===== src/include/pal_pkg.sv =====
package pal_pkg;

	// ------------------------------------------------------------
	// sizes and timing
	// ------------------------------------------------------------
	localparam int          NUM_ALARMS     = 2;
	localparam int          VAL_W          = 20;   // signed display value, decimal point ignored
	localparam int          COLOUR_W       = 3;    // preset colour 1..7
	localparam int          SEC_W          = 12;   // 0..3600 seconds
	localparam int          CLK_HZ         = 200_000_000;
	localparam int          SEC_PER_TICK   = 1;    // delay and silence step in seconds
	localparam int          TICK_CYCLES    = CLK_HZ * SEC_PER_TICK;
	localparam logic [11:0] MAX_SECONDS    = 12'he10;  // 3600
	localparam int          FLASH_HALF_SEC = 1;    // annunciator blink half period
	localparam int          CODE_W         = 16;   // four bcd digits

	// ------------------------------------------------------------
	// register offsets (plain register port)
	// ------------------------------------------------------------
	localparam logic [4:0] REG_CTRL0   = 5'h00;
	localparam logic [4:0] REG_SETP0   = 5'h01;
	localparam logic [4:0] REG_HYST0   = 5'h02;
	localparam logic [4:0] REG_TIME0   = 5'h03;
	localparam logic [4:0] REG_CTRL1   = 5'h04;
	localparam logic [4:0] REG_SETP1   = 5'h05;
	localparam logic [4:0] REG_HYST1   = 5'h06;
	localparam logic [4:0] REG_TIME1   = 5'h07;
	localparam logic [4:0] REG_GLOBAL  = 5'h08;
	localparam logic [4:0] REG_STATUS  = 5'h09;
	localparam logic [4:0] REG_IRQ_ST  = 5'h0a;
	localparam logic [4:0] REG_IRQ_MSK = 5'h0b;
	localparam logic [4:0] REG_SPCODE  = 5'h0c;
	localparam logic [4:0] REG_SPUNLK  = 5'h0d;
	localparam int         CH_STRIDE   = 4;

	// ctrl field positions
	localparam int CTL_EN      = 0;
	localparam int CTL_LOW     = 1;
	localparam int CTL_NE      = 2;  // relay energised in non alarm
	localparam int CTL_FLASH   = 3;
	localparam int CTL_LATCH   = 4;
	localparam int CTL_COL_LSB = 8;
	// global field positions
	localparam int GLB_LBD     = 0;  // loop break detect enable
	localparam int GLB_DSA     = 1;  // direct setpoint access enable

	// irq status bits per channel: activated, cleared
	localparam int IRQ_W = 4;

	// ------------------------------------------------------------
	// types
	// ------------------------------------------------------------
	typedef enum logic [2:0]
	{
		ST_IDLE    = 3'b000,
		ST_DELAY   = 3'b001,
		ST_ACTIVE  = 3'b010,
		ST_SILENCE = 3'b011,
		ST_LATCHED = 3'b100
	} pal_state_e;

	typedef struct packed
	{
		logic [COLOUR_W-1:0] colour;
		logic                latch;
		logic                flash;
		logic                energ_normal;
		logic                low;
		logic                enable;
	} pal_cfg_s;

	typedef struct packed
	{
		logic [SEC_W-1:0] silence;
		logic [SEC_W-1:0] delay;
	} pal_time_s;

endpackage : pal_pkg


===== src/rtl/pal_alarms.sv =====
`timescale 1ns/1ps
// What this block does
// RL1 - two identical alarms, each high or low
// RL2 - loop break forces both relays de-energised
// RL3 - annunciator lights whenever alarm occurs
// RL4 - compare against tared displayed value
// RL5 - enable gates action, parameters kept
// RL6 - alarm starts when value reaches setpoint
// RL7 - polarity picks relay state in normal
// RL8 - hysteresis in display units for clearing
// RL9 - delay between condition and output
// RL10 - accept holds output off for silence
// RL11 - flash shows alarm id while active
// RL12 - latched output released by program button
// RL13 - display takes alarm colour while active
// RL14 - direct setpoint access with own code
// RL15 - high clears below setpoint minus hysteresis
// RL16 - delay 0..3600 s, annunciator flashes
// RL17 - silence 0..3600 s, reactivate if persisting
// RL18 - both active shows second alarm colour
// RL19 - low alarm mirrors high with hysteresis
module pal_alarms
(
	input  wire logic                               i_mclk,
	input  wire logic                               i_rstn,
	input  wire logic signed [pal_pkg::VAL_W-1:0]   i_disp_value,
	input  wire logic                               i_loop_break,
	input  wire logic                               i_display_mode,
	input  wire logic                               i_btn_program,
	input  wire logic                               i_ds_write,
	input  wire logic                               i_ds_sel,
	input  wire logic signed [pal_pkg::VAL_W-1:0]   i_ds_value,
	input  wire logic        [4:0]                  i_addr,
	input  wire logic        [31:0]                 i_wdata,
	input  wire logic                               i_wr,
	input  wire logic                               i_rd,
	output logic             [31:0]                 o_rdata,
	output logic             [1:0]                  o_relay,
	output logic             [1:0]                  o_annunciator,
	output logic             [1:0]                  o_show_alarm_id,
	output logic                                    o_colour_valid,
	output logic             [pal_pkg::COLOUR_W-1:0] o_colour,
	output logic                                    o_irq
);

	// ------------------------------------------------------------
	// functions
	// ------------------------------------------------------------
	// register index to channel; only meaningful for addresses below global
	function automatic logic addr_ch(input logic [4:0] a);
		addr_ch = a[2];
	endfunction : addr_ch

	function automatic logic [1:0] addr_fld(input logic [4:0] a);
		addr_fld = a[1:0];
	endfunction : addr_fld

	// ------------------------------------------------------------
	// registers
	// ------------------------------------------------------------
	pal_pkg::pal_cfg_s                    cfg_ff      [2];
	logic signed [pal_pkg::VAL_W-1:0]     setp_ff     [2];
	logic signed [pal_pkg::VAL_W-1:0]     hyst_ff     [2];
	pal_pkg::pal_time_s                   time_ff     [2];
	logic        [1:0]                    glb_ff;
	logic        [pal_pkg::CODE_W-1:0]    spcode_ff;
	logic                                 sp_unlock_ff;
	logic        [pal_pkg::IRQ_W-1:0]     irq_st_ff;
	logic        [pal_pkg::IRQ_W-1:0]     irq_msk_ff;
	pal_pkg::pal_state_e                  state_ff    [2];
	logic        [pal_pkg::SEC_W-1:0]     secs_ff     [2];
	logic        [31:0]                   tick_cnt_ff;
	logic                                 tick_ff;
	logic                                 blink_ff;
	logic        [1:0]                    active_ev;
	logic        [1:0]                    clear_ev;
	logic        [1:0]                    out_on;
	logic        [1:0]                    btn_prev_ff;
	logic                                 btn_rise;
	logic                                 prg_in_disp;

	wire reg_in_ch = (i_addr < pal_pkg::REG_GLOBAL);

	// ------------------------------------------------------------
	// configuration writes
	// ------------------------------------------------------------
	// direct setpoint path only works while enabled and unlocked
	always_ff @(posedge i_mclk or negedge i_rstn)
	begin
		if (!i_rstn)
		begin
			for (int c = 0; c < 2; c++)
			begin
				cfg_ff[c]  <= '0;
				setp_ff[c] <= '0;
				hyst_ff[c] <= '0;
				time_ff[c] <= '0;
			end
			glb_ff       <= '0;
			spcode_ff    <= '0;
			sp_unlock_ff <= 1'b0;
		end
		else
		begin
			if (i_wr && reg_in_ch)
			begin
				case (addr_fld(i_addr))
					2'h0:    cfg_ff[addr_ch(i_addr)]  <= {i_wdata[pal_pkg::CTL_COL_LSB+:pal_pkg::COLOUR_W],
					                                      i_wdata[pal_pkg::CTL_LATCH:0]};
					2'h1:    setp_ff[addr_ch(i_addr)] <= i_wdata[pal_pkg::VAL_W-1:0];
					2'h2:    hyst_ff[addr_ch(i_addr)] <= i_wdata[pal_pkg::VAL_W-1:0];
					default: time_ff[addr_ch(i_addr)] <= i_wdata[2*pal_pkg::SEC_W-1:0];
				endcase
			end
			if (i_wr && i_addr == pal_pkg::REG_GLOBAL)
				glb_ff <= i_wdata[1:0];
			if (i_wr && i_addr == pal_pkg::REG_SPCODE)
				spcode_ff <= i_wdata[pal_pkg::CODE_W-1:0];
			// the access code is separate from the configuration code  // see RL14
			if (i_wr && i_addr == pal_pkg::REG_SPUNLK)
				sp_unlock_ff <= (i_wdata[pal_pkg::CODE_W-1:0] == spcode_ff);
			if (!i_display_mode)
				sp_unlock_ff <= 1'b0;
			if (i_ds_write && glb_ff[pal_pkg::GLB_DSA] && sp_unlock_ff && i_display_mode)
				setp_ff[i_ds_sel] <= i_ds_value;  // see RL14
		end
	end

	// ------------------------------------------------------------
	// one second tick and blink
	// ------------------------------------------------------------
	always_ff @(posedge i_mclk or negedge i_rstn)
	begin
		if (!i_rstn)
		begin
			tick_cnt_ff <= '0;
			tick_ff     <= 1'b0;
			blink_ff    <= 1'b0;
		end
		else
		begin
			tick_ff <= (tick_cnt_ff == 32'(pal_pkg::TICK_CYCLES - 1));
			if (tick_cnt_ff == 32'(pal_pkg::TICK_CYCLES - 1))
			begin
				tick_cnt_ff <= '0;
				blink_ff    <= ~blink_ff;
			end
			else
				tick_cnt_ff <= tick_cnt_ff + 32'h1;
		end
	end

	// program button edge, counted only in display mode
	always_ff @(posedge i_mclk or negedge i_rstn)
	begin
		if (!i_rstn)
			btn_prev_ff <= '0;
		else
			btn_prev_ff <= {btn_prev_ff[0], i_btn_program};
	end
	assign btn_rise    = btn_prev_ff[0] & ~btn_prev_ff[1];
	assign prg_in_disp = btn_rise & i_display_mode;

	// ------------------------------------------------------------
	// per channel alarm state machine
	// ------------------------------------------------------------
	for (genvar g = 0; g < pal_pkg::NUM_ALARMS; g++)  // see RL1
	begin : g_ch
		logic signed [pal_pkg::VAL_W:0] val_x;
		logic signed [pal_pkg::VAL_W:0] sp_x;
		logic signed [pal_pkg::VAL_W:0] hy_x;
		logic                           trip;
		logic                           hold;
		assign val_x = {i_disp_value[pal_pkg::VAL_W-1], i_disp_value};  // see RL4
		assign sp_x  = {setp_ff[g][pal_pkg::VAL_W-1], setp_ff[g]};
		assign hy_x  = {hyst_ff[g][pal_pkg::VAL_W-1], hyst_ff[g]};
		// trip on equality; stay until past the hysteresis band
		assign trip = cfg_ff[g].low ? (val_x <= sp_x) : (val_x >= sp_x);  // see RL6 see RL19
		assign hold = cfg_ff[g].low ? (val_x <= sp_x + hy_x)  // see RL19
		                            : (val_x >= sp_x - hy_x); // see RL15 see RL8

		always_ff @(posedge i_mclk or negedge i_rstn)
		begin
			if (!i_rstn)
			begin
				state_ff[g] <= pal_pkg::ST_IDLE;
				secs_ff[g]  <= '0;
			end
			else if (!cfg_ff[g].enable)
			begin
				state_ff[g] <= pal_pkg::ST_IDLE;  // see RL5
				secs_ff[g]  <= '0;
			end
			else
			begin
				case (state_ff[g])
					pal_pkg::ST_IDLE:
						if (trip)
						begin
							secs_ff[g]  <= '0;
							state_ff[g] <= (time_ff[g].delay == '0) ? pal_pkg::ST_ACTIVE
							                                       : pal_pkg::ST_DELAY;
						end
					pal_pkg::ST_DELAY:
						if (!trip)
							state_ff[g] <= pal_pkg::ST_IDLE;  // see RL16
						else if (tick_ff)
						begin
							secs_ff[g] <= secs_ff[g] + 12'h1;
							if (secs_ff[g] + 12'h1 >= time_ff[g].delay)
								state_ff[g] <= pal_pkg::ST_ACTIVE;  // see RL9
						end
					pal_pkg::ST_ACTIVE:
						if (prg_in_disp && time_ff[g].silence != '0)
						begin
							secs_ff[g]  <= '0;
							state_ff[g] <= pal_pkg::ST_SILENCE;  // see RL10
						end
						else if (!hold)
							state_ff[g] <= cfg_ff[g].latch ? pal_pkg::ST_LATCHED
							                               : pal_pkg::ST_IDLE;  // see RL12
					pal_pkg::ST_SILENCE:
						if (!hold)
							state_ff[g] <= pal_pkg::ST_IDLE;
						else if (tick_ff)
						begin
							secs_ff[g] <= secs_ff[g] + 12'h1;
							if (secs_ff[g] + 12'h1 >= time_ff[g].silence)
								state_ff[g] <= pal_pkg::ST_ACTIVE;  // see RL17
						end
					pal_pkg::ST_LATCHED:
						if (prg_in_disp)
							state_ff[g] <= pal_pkg::ST_IDLE;  // see RL12
					default:
						state_ff[g] <= pal_pkg::ST_IDLE;
				endcase
			end
		end

		assign out_on[g]    = (state_ff[g] == pal_pkg::ST_ACTIVE) ||
		                      (state_ff[g] == pal_pkg::ST_LATCHED);
		assign active_ev[g] = ~out_on[g] & cfg_ff[g].enable & (
		                      (state_ff[g] == pal_pkg::ST_IDLE && trip &&
		                       time_ff[g].delay == '0) ||
		                      (state_ff[g] == pal_pkg::ST_DELAY && trip && tick_ff &&
		                       secs_ff[g] + 12'h1 >= time_ff[g].delay));
		assign clear_ev[g]  = out_on[g] & cfg_ff[g].enable &
		                      (state_ff[g] == pal_pkg::ST_ACTIVE) & ~hold & ~cfg_ff[g].latch;
	end

	// ------------------------------------------------------------
	// front panel and relay outputs
	// ------------------------------------------------------------
	// relays fall back to de-energised on loop break, the fail-safe state
	always_ff @(posedge i_mclk or negedge i_rstn)
	begin
		if (!i_rstn)
		begin
			o_relay         <= '0;
			o_annunciator   <= '0;
			o_show_alarm_id <= '0;
			o_colour_valid  <= 1'b0;
			o_colour        <= '0;
		end
		else
		begin
			for (int c = 0; c < 2; c++)
			begin
				o_relay[c] <= (glb_ff[pal_pkg::GLB_LBD] && i_loop_break) ? 1'b0  // see RL2
				              : (cfg_ff[c].energ_normal ^ out_on[c]);            // see RL7
				o_annunciator[c] <= out_on[c] ||  // see RL3
				    ((state_ff[c] == pal_pkg::ST_DELAY ||
				      state_ff[c] == pal_pkg::ST_SILENCE) && blink_ff);  // see RL16
				o_show_alarm_id[c] <= cfg_ff[c].flash && out_on[c] &&   // see RL11
				    (blink_ff ^ (c[0] & out_on[0]));  // both on: ids take turns
			end
			o_colour_valid <= |out_on;  // see RL13
			o_colour       <= out_on[1] ? cfg_ff[1].colour : cfg_ff[0].colour;  // see RL18
		end
	end

	// ------------------------------------------------------------
	// interrupts: sticky status, write one to clear, set wins
	// ------------------------------------------------------------
	always_ff @(posedge i_mclk or negedge i_rstn)
	begin
		if (!i_rstn)
		begin
			irq_st_ff  <= '0;
			irq_msk_ff <= '0;
			o_irq      <= 1'b0;
		end
		else
		begin
			irq_st_ff <= (irq_st_ff & ~((i_wr && i_addr == pal_pkg::REG_IRQ_ST) ?
			             i_wdata[pal_pkg::IRQ_W-1:0] : 4'h0)) | {clear_ev, active_ev};
			if (i_wr && i_addr == pal_pkg::REG_IRQ_MSK)
				irq_msk_ff <= i_wdata[pal_pkg::IRQ_W-1:0];
			o_irq <= |(irq_st_ff & irq_msk_ff);
		end
	end

	// ------------------------------------------------------------
	// read port, data valid the cycle after the strobe
	// ------------------------------------------------------------
	always_ff @(posedge i_mclk or negedge i_rstn)
	begin
		if (!i_rstn)
			o_rdata <= '0;
		else if (i_rd)
		begin
			o_rdata <= '0;
			if (reg_in_ch)
			begin
				case (addr_fld(i_addr))
					2'h0:    o_rdata <= {21'h0, cfg_ff[addr_ch(i_addr)].colour, 3'h0,
					                     cfg_ff[addr_ch(i_addr)][4:0]};
					2'h1:    o_rdata <= 32'(setp_ff[addr_ch(i_addr)]);
					2'h2:    o_rdata <= 32'(hyst_ff[addr_ch(i_addr)]);
					default: o_rdata <= {8'h0, time_ff[addr_ch(i_addr)]};
				endcase
			end
			else
			begin
				case (i_addr)
					pal_pkg::REG_GLOBAL:  o_rdata <= {30'h0, glb_ff};
					pal_pkg::REG_STATUS:  o_rdata <= {21'h0, sp_unlock_ff, out_on,
					                                  2'h0, state_ff[1], state_ff[0]};
					pal_pkg::REG_IRQ_ST:  o_rdata <= {28'h0, irq_st_ff};
					pal_pkg::REG_IRQ_MSK: o_rdata <= {28'h0, irq_msk_ff};
					pal_pkg::REG_SPCODE:  o_rdata <= {16'h0, spcode_ff};
					default:              o_rdata <= '0;
				endcase
			end
		end
	end

endmodule : pal_alarms


===== config.mk =====
export PLATFORM = sky130hd
export DESIGN_NAME = pal_alarms
export DESIGN_NICKNAME = d
export VERILOG_FILES = /design/src/include/pal_pkg.sv /design/src/rtl/pal_alarms.sv
export SDC_FILE = /design/constraint.sdc
export NUM_CORES = 1
export LEC_CHECK = 0
export ABC_AREA = 1
export BUFFER_PORTS_ARGS = -buffer_cell sky130_fd_sc_hd__buf_4
export CAP_MARGIN = 10
export CELL_PAD_IN_SITES_DETAIL_PLACEMENT = 0
export CELL_PAD_IN_SITES_GLOBAL_PLACEMENT = 1
export CORE_MARGIN = 5
export CORE_UTILIZATION = 30
export CTS_BUF_LIST = sky130_fd_sc_hd__clkbuf_16
export DETAILED_ROUTE_END_ITERATION = 10
export GPL_TIMING_DRIVEN = 0
export PLACE_DENSITY = 0.56
export SLEW_MARGIN = 10
export SYNTH_ARGS = -nofsm -noshare
export SYNTH_HDL_FRONTEND = slang
export SYNTH_SLANG_ARGS = --single-unit

===== constraint.sdc =====
create_clock -name i_mclk -period 6.3 [get_ports i_mclk]
set_input_delay 0 -clock i_mclk [delete_from_list [all_inputs] [get_ports i_mclk]]
set_output_delay 0 -clock i_mclk [all_outputs]
set_load 0.005 [all_outputs]

## Yosys cells after proc, flatten, opt, wreduce, memory -nomap -nowiden

Cells that the tools add are included.

| operators by class | value |
|---|---|
| $add $sub $neg | 7 |
| order comparisons | 17 |
| equality and inequality tests | 41 |
| multiplexer cells | 83 |
| bitwise gates (word level) | 32 |
| reductions and logical operators | 55 |

Operator list:

| cell | count |
|---|---|
| $mux W20 | 8 |
| $mux W12 | 12 |
| $bwmux W40 | 3 |
| $mux W40 | 3 |
| $mux W24 | 4 |
| $pmux W12 S4 | 2 |
| $pmux W32 S3 | 1 |
| $pmux W16 S5 | 1 |
| $mux W3 | 24 |
| $mux W32 | 2 |
| $bwmux W48 | 1 |
| $ge A12 B12 Y1 | 4 |
| $add A20 B20 Y21 | 2 |
| $ge A20 B21 Y1 | 2 |
| $le A20 B21 Y1 | 2 |
| $sub A20 B20 Y21 | 2 |
| $demux W20 S1 | 2 |
| $ge A20 B20 Y1 | 2 |
| $le A20 B20 Y1 | 2 |
| $ne A4 B4 Y1 const B | 9 |
| $add A32 B1 Y32 const B | 1 |
| $eq A32 B28 Y1 const B | 1 |
| $mux W8 | 4 |
| $eq A5 B4 Y1 const B | 6 |
| other kinds (40) | 135 |

| storage, ports and cells | value |
|---|---|
| bits in registers | 280 |
| input port bits | 86 |
| output and inout bits | 43 |
| word-level logic and storage cells | 275 |

## Longest topological paths before layout

Gate-level depths: netlist of the first run.

| depth | value |
|---|---|
| word-level depth | 10 |
| depth in mapped cells | 31 |
| gate-level depth less buffers | 31 |

## Worst setup path after synthesis of the first run

Ideal clock, no wire load.

| timing path | value |
|---|---|
| kind | register -> register |
| start | register setp_ff (netlist bit g_ch[0].sp_x[0]) |
| end | register secs_ff[16] (netlist name) |
| library setup time | 0.117 ns |
| arrival time | 3.539 ns |
| setup slack | 2.645 ns |
| cell stages (with the launch flop) | 29 |
| buffers on the path | 1 |
| period minus slack after synthesis | 3.655 ns |
| path through | dfrtp_1 -> inv_1 -> ha_1 -> inv_1 -> fa_1 -> a21oi_1 -> nor2_1 -> nor2_1 -> o21ai_1 -> nand3_1 -> nand2_1 -> nand2_1 -> nand3b_1 -> nand2_1 -> nand2_1 -> nand2_1 -> a22oi_1 -> ha_1 -> nand2_1 -> nor2_1 -> a21boi_0 -> nor2_1 -> nand4_1 -> nand3_1 -> nand2_1 -> nand3_1 -> buf_2 -> nand3_1 -> nand2_1 |

| between the ends | value |
|---|---|
| longest elaborated chain between the ends | 5 |
| elaborated cells between the ends (all ways) | 12 |
| those cells by class | add/sub (2); order compare (4); eq/ne (3); mux (2); reduce/logical (1) |

Ends and longest elaborated chain:

| what | RTL line | source |
|---|---|---|
| start, declared | pal_alarms.sv:62 | `logic signed [pal_pkg::VAL_W-1:0] setp_ff [2];` |
| start signal, assigned by index | pal_alarms.sv:110 | `2'h1: setp_ff[addr_ch(i_addr)] <= i_wdata[pal_pkg::VAL_W-1:0];` |
| start signal, assigned by index | pal_alarms.sv:125 | `setp_ff[i_ds_sel] <= i_ds_value;` |
| $sub A20 B20 Y21 / $add A20 B20 Y21 (equally long branches) | pal_alarms.sv:180, pal_alarms.sv:179 |  |
| $ge A20 B21 Y1 / $le A20 B21 Y1 (equally long branches) | pal_alarms.sv:180, pal_alarms.sv:179 |  |
| $mux W1 | pal_alarms.sv:179 | `assign hold = cfg_ff[g].low ? (val_x <= sp_x + hy_x)` |
| $ne A3 B3 Y1 (no line) | n/a |  |
| $reduce_and A5 Y1 (no line) * | n/a |  |
| end signal, assigned by index | pal_alarms.sv:209 | `secs_ff[g] <= secs_ff[g] + 12'h1;` |
| end signal, assigned by index | pal_alarms.sv:227 | `secs_ff[g] <= secs_ff[g] + 12'h1;` |
| end, declared | pal_alarms.sv:71 | `logic [pal_pkg::SEC_W-1:0] secs_ff [2];` |

Every way passes the cells marked *; elsewhere a longest branch is shown, timed or not.
A chain may end at the register's enable or synchronous reset.

## Worst setup path after layout of the first run

| timing path | value |
|---|---|
| start | register setp_ff (netlist bit g_ch[0].sp_x[0]) |
| end | register secs_ff[21] (netlist name) |

The elaborated chain is that of the path after synthesis.

==> impl_results.md, run 1 <==
* 1st-iter DRT viols at 1618
* Rel. slew slack at 0.356
* Startpoint class of the critical path: flip-flop
* Die width at 281 um
* Cell count after synthesis at 3009
* CP Class: reg -> reg
* Clock latency at the later pin of the worst-skew pair at 0.57 ns
* Maximum clock frequency at 0.184 GHz
* Post-Route WL at 95.3 mm
* Grt total ovfl at 0
* Critical Path AT at 5.86 ns
* Post-DR vias/cell at 5.10
* Yosys top cell by area: dfrtp_1
* Worst Hold Class: in -> async
* Synth top area cells: dfrtp_1, ha_1, nand2_1, inv_1, o21ai_0
* GPL Wtd Cong at 0.917
* Largest net degree at the start of global routing at 98
* Max Cap Viol at 0
* Tmin final at 5.43 ns
* Hold Buf Count CTS at 71
* DRC Markers at 0
* CP most frequent cell: nand2_1
* Die area at 78700 um^2
* Max FO, Critical Path at 10
* Vias in the first global route at 21642
* Htree depth at 2
* Synth cell types at 59
* Fin util at 0.356
* Number of cell rows at 99
* P per Cell Area at 318 nW/um^2
* Seq/Total Area, Yosys at 0.311
* Period utilization at 0.862
* Pre-Repair DR Iteration Count at 5
* Most common cell after layout, fill and taps aside: nand2_1
* Yosys warning count at 0
* Non-Filler Instances at 4223
* Area added between synthesis and finish at 17.9%
* Final Cell Area at 25900 um^2
* FF-to-FF End: secs_ff[21]$_DFFE_PN0P_
* Layout cells sized above 1 at 0.0775
* Highest-count cells in the layout ignoring fill and taps: nand2_1, inv_1, o21ai_0
* Setup violations, final at 0
* Crit path capture type: flip-flop
* Num CTS Buffers at 36
* Final hold viol count at 0
* Fillers at 7897
* Worst EP required at 6.73 ns
* Max stage delay on crit path at 0.42 ns
* Final Max Tran Viols at 0
* Origin of the critical flop-to-flop path: g_ch[0].sp_x[0]$_DFF_PN0_
* Final ANT Viol Nets at 0
* Height of the die at 281 um
* Root Buffer: clkbuf_16
* Starting density of the core at 0.301
* Setup tns final at 0 ns
* Global-route usage over all layers at 0.236
* Clock transition at path regs at 0.05 ns
* CTS Sinks at 273
* RSZ-0062 raised after global routing: no
* Clock Tree Buf Depth at 3
* Leakage power at 12.9 nW
* Nets at 3585
* Worst Skew at 0.0231 ns
* Cts repair resizes at 0
* Worst-margin pin slew at 0.962 ns
* Seq. cell area at 6830 um^2
* Inst Count DP at 4090
* Via total after detailed routing at 21520
* I/O Buffers at 120
* Top cell type's share of synthesized area at 0.311
* Synthesized area per cell at 7.30 um^2
* Reg2reg path depth at 28
* Tot Pwr at 0.00824 W
* Initial antenna violation count at 0
* Reg2Reg Setup Slack at 0.87 ns
* Mapped Area at 22000 um^2
* CTS tree: done
* Flops & latches, synth at 273
* IR drop worst, VDD at 0.159 mV
* Core area at 72800 um^2
* Multi-input gate area in the final layout at 13000 um^2
* HPWL after detailed placement at 77.7 mm
* Post-CTS Repair Setup Buffers at 0
* Status: completed
* DP Area at 24100 um^2
* Drt wl/cell at 22.6 um
* Worst setup path start: g_ch[0].sp_x[0]$_DFF_PN0_
* CP max stage cell: ha_1
* First-pass GRT wire length at 140 mm
* Ports at 129
* Syn_nets at 3354
[critical path, delay by kind of cell, from the launching register on]
kind	cells	cell delay (ns)
simple gates	18	2.60
fa+ha+maj	3	1.04
compound gates	4	0.69
buf+inv	3	0.55
flops	1	0.40
[per-stage QoR]
step | setup slack (ns) | hold WS [ns]
floorplan | 2.64 | -0.296
global placement | 0.895 | 0.112
detailed placement | 0.925 | 0.0702
CTS | 0.924 | 0.0315
global route | 0.563 | 0.0604
finish | 0.871 | 0.0281
[worst max-delay path by stage]
stage                         endpoint  cells after the start
3_5_place_dp   secs_ff[21]$_DFFE_PN0P_                     28
6_report       secs_ff[21]$_DFFE_PN0P_                     28
4_1_cts        secs_ff[21]$_DFFE_PN0P_                     28
5_1_grt        secs_ff[21]$_DFFE_PN0P_                     28
3_3_place_gp   secs_ff[16]$_DFFE_PN0P_                     28
2_1_floorplan  secs_ff[16]$_DFFE_PN0P_                     28
[where the power goes]
part           internal (W)  total, W  switching [W]
Combinational       0.00139   0.00398        0.00258
Clock               0.00108   0.00193       0.000852
Sequential          0.00200   0.00233       0.000335
Total               0.00447   0.00824        0.00377
[synthesized netlist by cell type (all sizes together)]
master,instances
nand4,50
o2111ai,3
inv,445
nand2b,1
clkbuf,74
nor2,198
a2111oi,2
xor2,100
nand3b,6
nor4,25
a2bb2oi,3
fa,4
o21bai,11
o211a,2
xnor2,7
buf,30
a22oi,8
clkinv,3
nand2,630
and3,5
nor3b,2
o22ai,11
o221ai,14
a32o,3
o21a,8
a31oi,8
nor3,46
a21boi,5
a221o,1
o21ai,347
dfrtp,273
nand3,129
a211oi,4
o31ai,12
a21oi,255
a221oi,8
o211ai,11
ha,255
or2,3
a21o,7
[area by class of cell]
cell class / count / area share
Antenna cell: 1 / 0.0000966
Buffer: 104 / 0.0182
Clock buffer: 36 / 0.0348
Clock inverter: 25 / 0.00633
Inverter: 448 / 0.0649
Multi-Input combinational cell: 2184 / 0.501
Sequential cell: 273 / 0.264
Tap cell: 959 / 0.0463
Timing Repair Buffer: 193 / 0.0646
[registers in the layout (all words and copies together), names as in the netlist, 6 cells and up]
| signal | flops |
|---|---|
| cfg_ff | 16 |
| g_ch.hy_x | 40 |
| g_ch.sp_x | 40 |
| o_rdata | 25 |
| secs_ff | 24 |
| spcode_ff | 16 |
| state_ff | 6 |
| tick_cnt_ff | 32 |
| time_ff | 48 |
[cells by family after synthesis]
kind of cell,synth area share
and+or+nand+nor,0.216
DFF,0.311
xor gates and xnor gates,0.0427
AOI/OAI and AO/OA,0.183
adders and majority gates,0.149
buffers and inverters,0.0980
[per-layer routing]
layer  GRT usage  routed length, um  up-vias  share of wire
met5           0                  0        -              0
met4      0.0930               4350        0          0.046
met3      0.0215               3940      143          0.041
met2       0.395              44300      595           0.47
met1       0.316              42700    10338           0.45
li1            -                  -    10444              -
No activity file was read; power rests on OpenSTA's default activity.
==> run 2, diff against run 1 <==
==> constraint.sdc (replaced) <==
create_clock -name i_mclk -period 6.3 [get_ports i_mclk]
set_input_delay 0.63 -clock i_mclk [delete_from_list [all_inputs] [get_ports i_mclk]]
set_output_delay 0.63 -clock i_mclk [all_outputs]
set_load 0.005 [all_outputs]
==> run 2 against run 1 <==
Against the previous run:
- core utilization is 0.98 points lower
- non-clock buffer count is 71 lower
- combinational power is 2% lower
- sequential share of layout area is 0.75 points higher
- via count is 1.2% lower
- power is 0.77% lower
- design area is 2.8% lower
- first-iteration DRC count is 1.9% lower
- register-to-register slack better by 0.11 ns
- critical path depth stayed put
- hold slack better by 0.022 ns
- final cell count is 1.7% lower
- critical path type unchanged
- critical endpoint unchanged
- largest power group unchanged
==> impl_results.md, run 2 (same netlist as run 1, synthesis figures left out) <==
* First-pass GRT wire length at 139 mm (-0.69%)
* Ports at 129 (unchanged)
* DRC Markers at 0 (unchanged)
* Post-Route WL at 94.7 mm (-0.70%)
* Final Max Tran Viols at 0 (unchanged)
* Drt wl/cell at 22.8 um (+1.0%)
* CP max stage cell: ha_1
* HPWL after detailed placement at 77.7 mm (unchanged)
* FF-to-FF End: secs_ff[21]$_DFFE_PN0P_
* CTS tree: done
* Starting density of the core at 0.301 (unchanged)
* Worst Skew at 0.0196 ns (-0.00353 ns)
* IR drop worst, VDD at 0.159 mV (-0.27%)
* Global-route usage over all layers at 0.235 (-0.00135)
* Core area at 72800 um^2 (unchanged)
* Clock latency at the later pin of the worst-skew pair at 0.56 ns (about the same)
* CP most frequent cell: nand2_1
* Rel. slew slack at 0.366 (+0.00957)
* Fin util at 0.346 (-0.00979)
* Final ANT Viol Nets at 0 (unchanged)
* Post-DR vias/cell at 5.12 (+0.56%)
* Leakage power at 12.6 nW (-2.1%)
* P per Cell Area at 325 nW/um^2 (+2.0%)
* Die area at 78700 um^2 (unchanged)
* Clock transition at path regs at 0.05 ns (about the same)
* CP Class: reg -> reg
* Hold Buf Count CTS at 0 (-100%)
* Final Cell Area at 25200 um^2 (-2.8%)
* Post-CTS Repair Setup Buffers at 0 (unchanged)
* GPL Wtd Cong at 0.917 (unchanged)
* Num CTS Buffers at 36 (unchanged)
* Max Cap Viol at 0 (unchanged)
* Root Buffer: clkbuf_16
* I/O Buffers at 120 (unchanged)
* Nets at 3514 (-2.0%)
* Pre-Repair DR Iteration Count at 5 (unchanged)
* Worst-margin pin slew at 0.948 ns (-0.0143 ns)
* Status: completed
* Crit path capture type: flip-flop
* Ant. Diodes at 0 (-1)
* Largest net degree at the start of global routing at 98 (unchanged)
* Height of the die at 281 um (unchanged)
* Most common cell after layout, fill and taps aside: nand2_1
* Grt total ovfl at 0 (unchanged)
* Clock Tree Buf Depth at 3 (unchanged)
* Setup tns final at 0 ns (unchanged)
* Area added between synthesis and finish at 14.7%
* Tmin final at 5.32 ns (-0.107 ns)
* Layout cells sized above 1 at 0.0793 (+0.00172)
* Initial antenna violation count at 0 (unchanged)
* 1st-iter DRT viols at 1588 (-1.9%)
* Max stage delay on crit path at 0.43 ns (about the same)
* Worst EP required at 6.73 ns (about the same)
* Tot Pwr at 0.00818 W (-0.77%)
* RSZ-0062 raised after global routing: no
* DP Area at 24100 um^2 (unchanged)
* Via total after detailed routing at 21271 (-1.2%)
* Final hold viol count at 0 (unchanged)
* Reg2reg path depth at 28 (unchanged)
* Maximum clock frequency at 0.188 GHz (+2.0%)
* Setup violations, final at 0 (unchanged)
* Worst Hold Class: in -> async
* Startpoint class of the critical path: flip-flop
* Highest-count cells in the layout ignoring fill and taps: nand2_1, inv_1, o21ai_0
* Cts repair resizes at 0 (unchanged)
* Htree depth at 2 (unchanged)
* Critical Path AT at 5.76 ns (-0.10 ns)
* Vias in the first global route at 21348 (-1.4%)
* Reg2Reg Setup Slack at 0.98 ns (+0.11 ns)
* Die width at 281 um (unchanged)
* Biggest register: time_ff
* Origin of the critical flop-to-flop path: g_ch[0].sp_x[0]$_DFF_PN0_
* Max reg flops at 48 (unchanged)
* Period utilization at 0.845 (-0.0169)
* CTS Sinks at 273 (unchanged)
* Max FO, Critical Path at 10 (unchanged)
* Number of cell rows at 99 (unchanged)
-- run 2: cell types whose count changed in the layout (fill, tap and decap cells not counted) --
cell,before,now
diode_2,1,0
dlygate4sd3_1,71,0
-- run 2: cell type report --
| cell class | instances | area, um^2 |
|---|---|---|
| buffer | 104 | 470 |
| clock buffer | 36 | 901 |
| clock inverter | 25 | 164 |
| fill | 7954 | 47600 |
| inverter | 448 | 1680 |
| multi-input combinational | 2184 | 13000 |
| sequential | 273 | 6830 |
| tap | 959 | 1200 |
| timing repair buffer | 122 | 963 |
-- run 2: how the worst max path moves through the flow --
| stage | end | startpoint | slack [ns] |
|---|---|---|---|
| 2_1_floorplan | secs_ff[16]$_DFFE_PN0P_ | g_ch[0].sp_x[0]$_DFF_PN0_ | 2.64 |
| 3_5_place_dp | secs_ff[21]$_DFFE_PN0P_ | g_ch[0].sp_x[0]$_DFF_PN0_ | 0.93 |
| 3_3_place_gp | secs_ff[16]$_DFFE_PN0P_ | g_ch[0].sp_x[0]$_DFF_PN0_ | 0.89 |
| 5_1_grt | secs_ff[21]$_DFFE_PN0P_ | g_ch[0].sp_x[0]$_DFF_PN0_ | 0.56 |
| 6_report | secs_ff[21]$_DFFE_PN0P_ | g_ch[0].sp_x[0]$_DFF_PN0_ | 0.98 |
| 4_1_cts | secs_ff[21]$_DFFE_PN0P_ | g_ch[0].sp_x[0]$_DFF_PN0_ | 0.92 |
-- run 2: through the flow --
step,worst slack [ns],instances,hold WS [ns]
final,0.978,4151,0.0502
after floorplan,2.64,3009,0.334
after global placement,0.895,4088,0.361
after global routing,0.563,4151,0.125
after detailed placement,0.925,4090,0.368
after CTS,0.924,4151,0.110
-- run 2: per-layer routing --
layer / track usage / vias to the layer above / part of all wire
met5: 0 / - / 0
met4: 0.0891 / 0 / 0.044
met3: 0.0212 / 138 / 0.042
met2: 0.393 / 597 / 0.47
met1: 0.315 / 10228 / 0.45
li1: - / 10308 / -
-- run 2: worst max-delay path, delay by kind of cell (launching register included) --
kind | cells | cell delay [ns]
simple gates | 18 | 2.52
compound gates | 4 | 0.70
buf+inv | 3 | 0.54
fa+ha+maj | 3 | 1.05
flops | 1 | 0.40
-- run 2: report_power, final --
group	total [W]	internal (W)	switching [W]
combinational	0.00391	0.00134	0.00257
clock	0.00193	0.00108	0.000849
sequential	0.00233	0.00200	0.000335
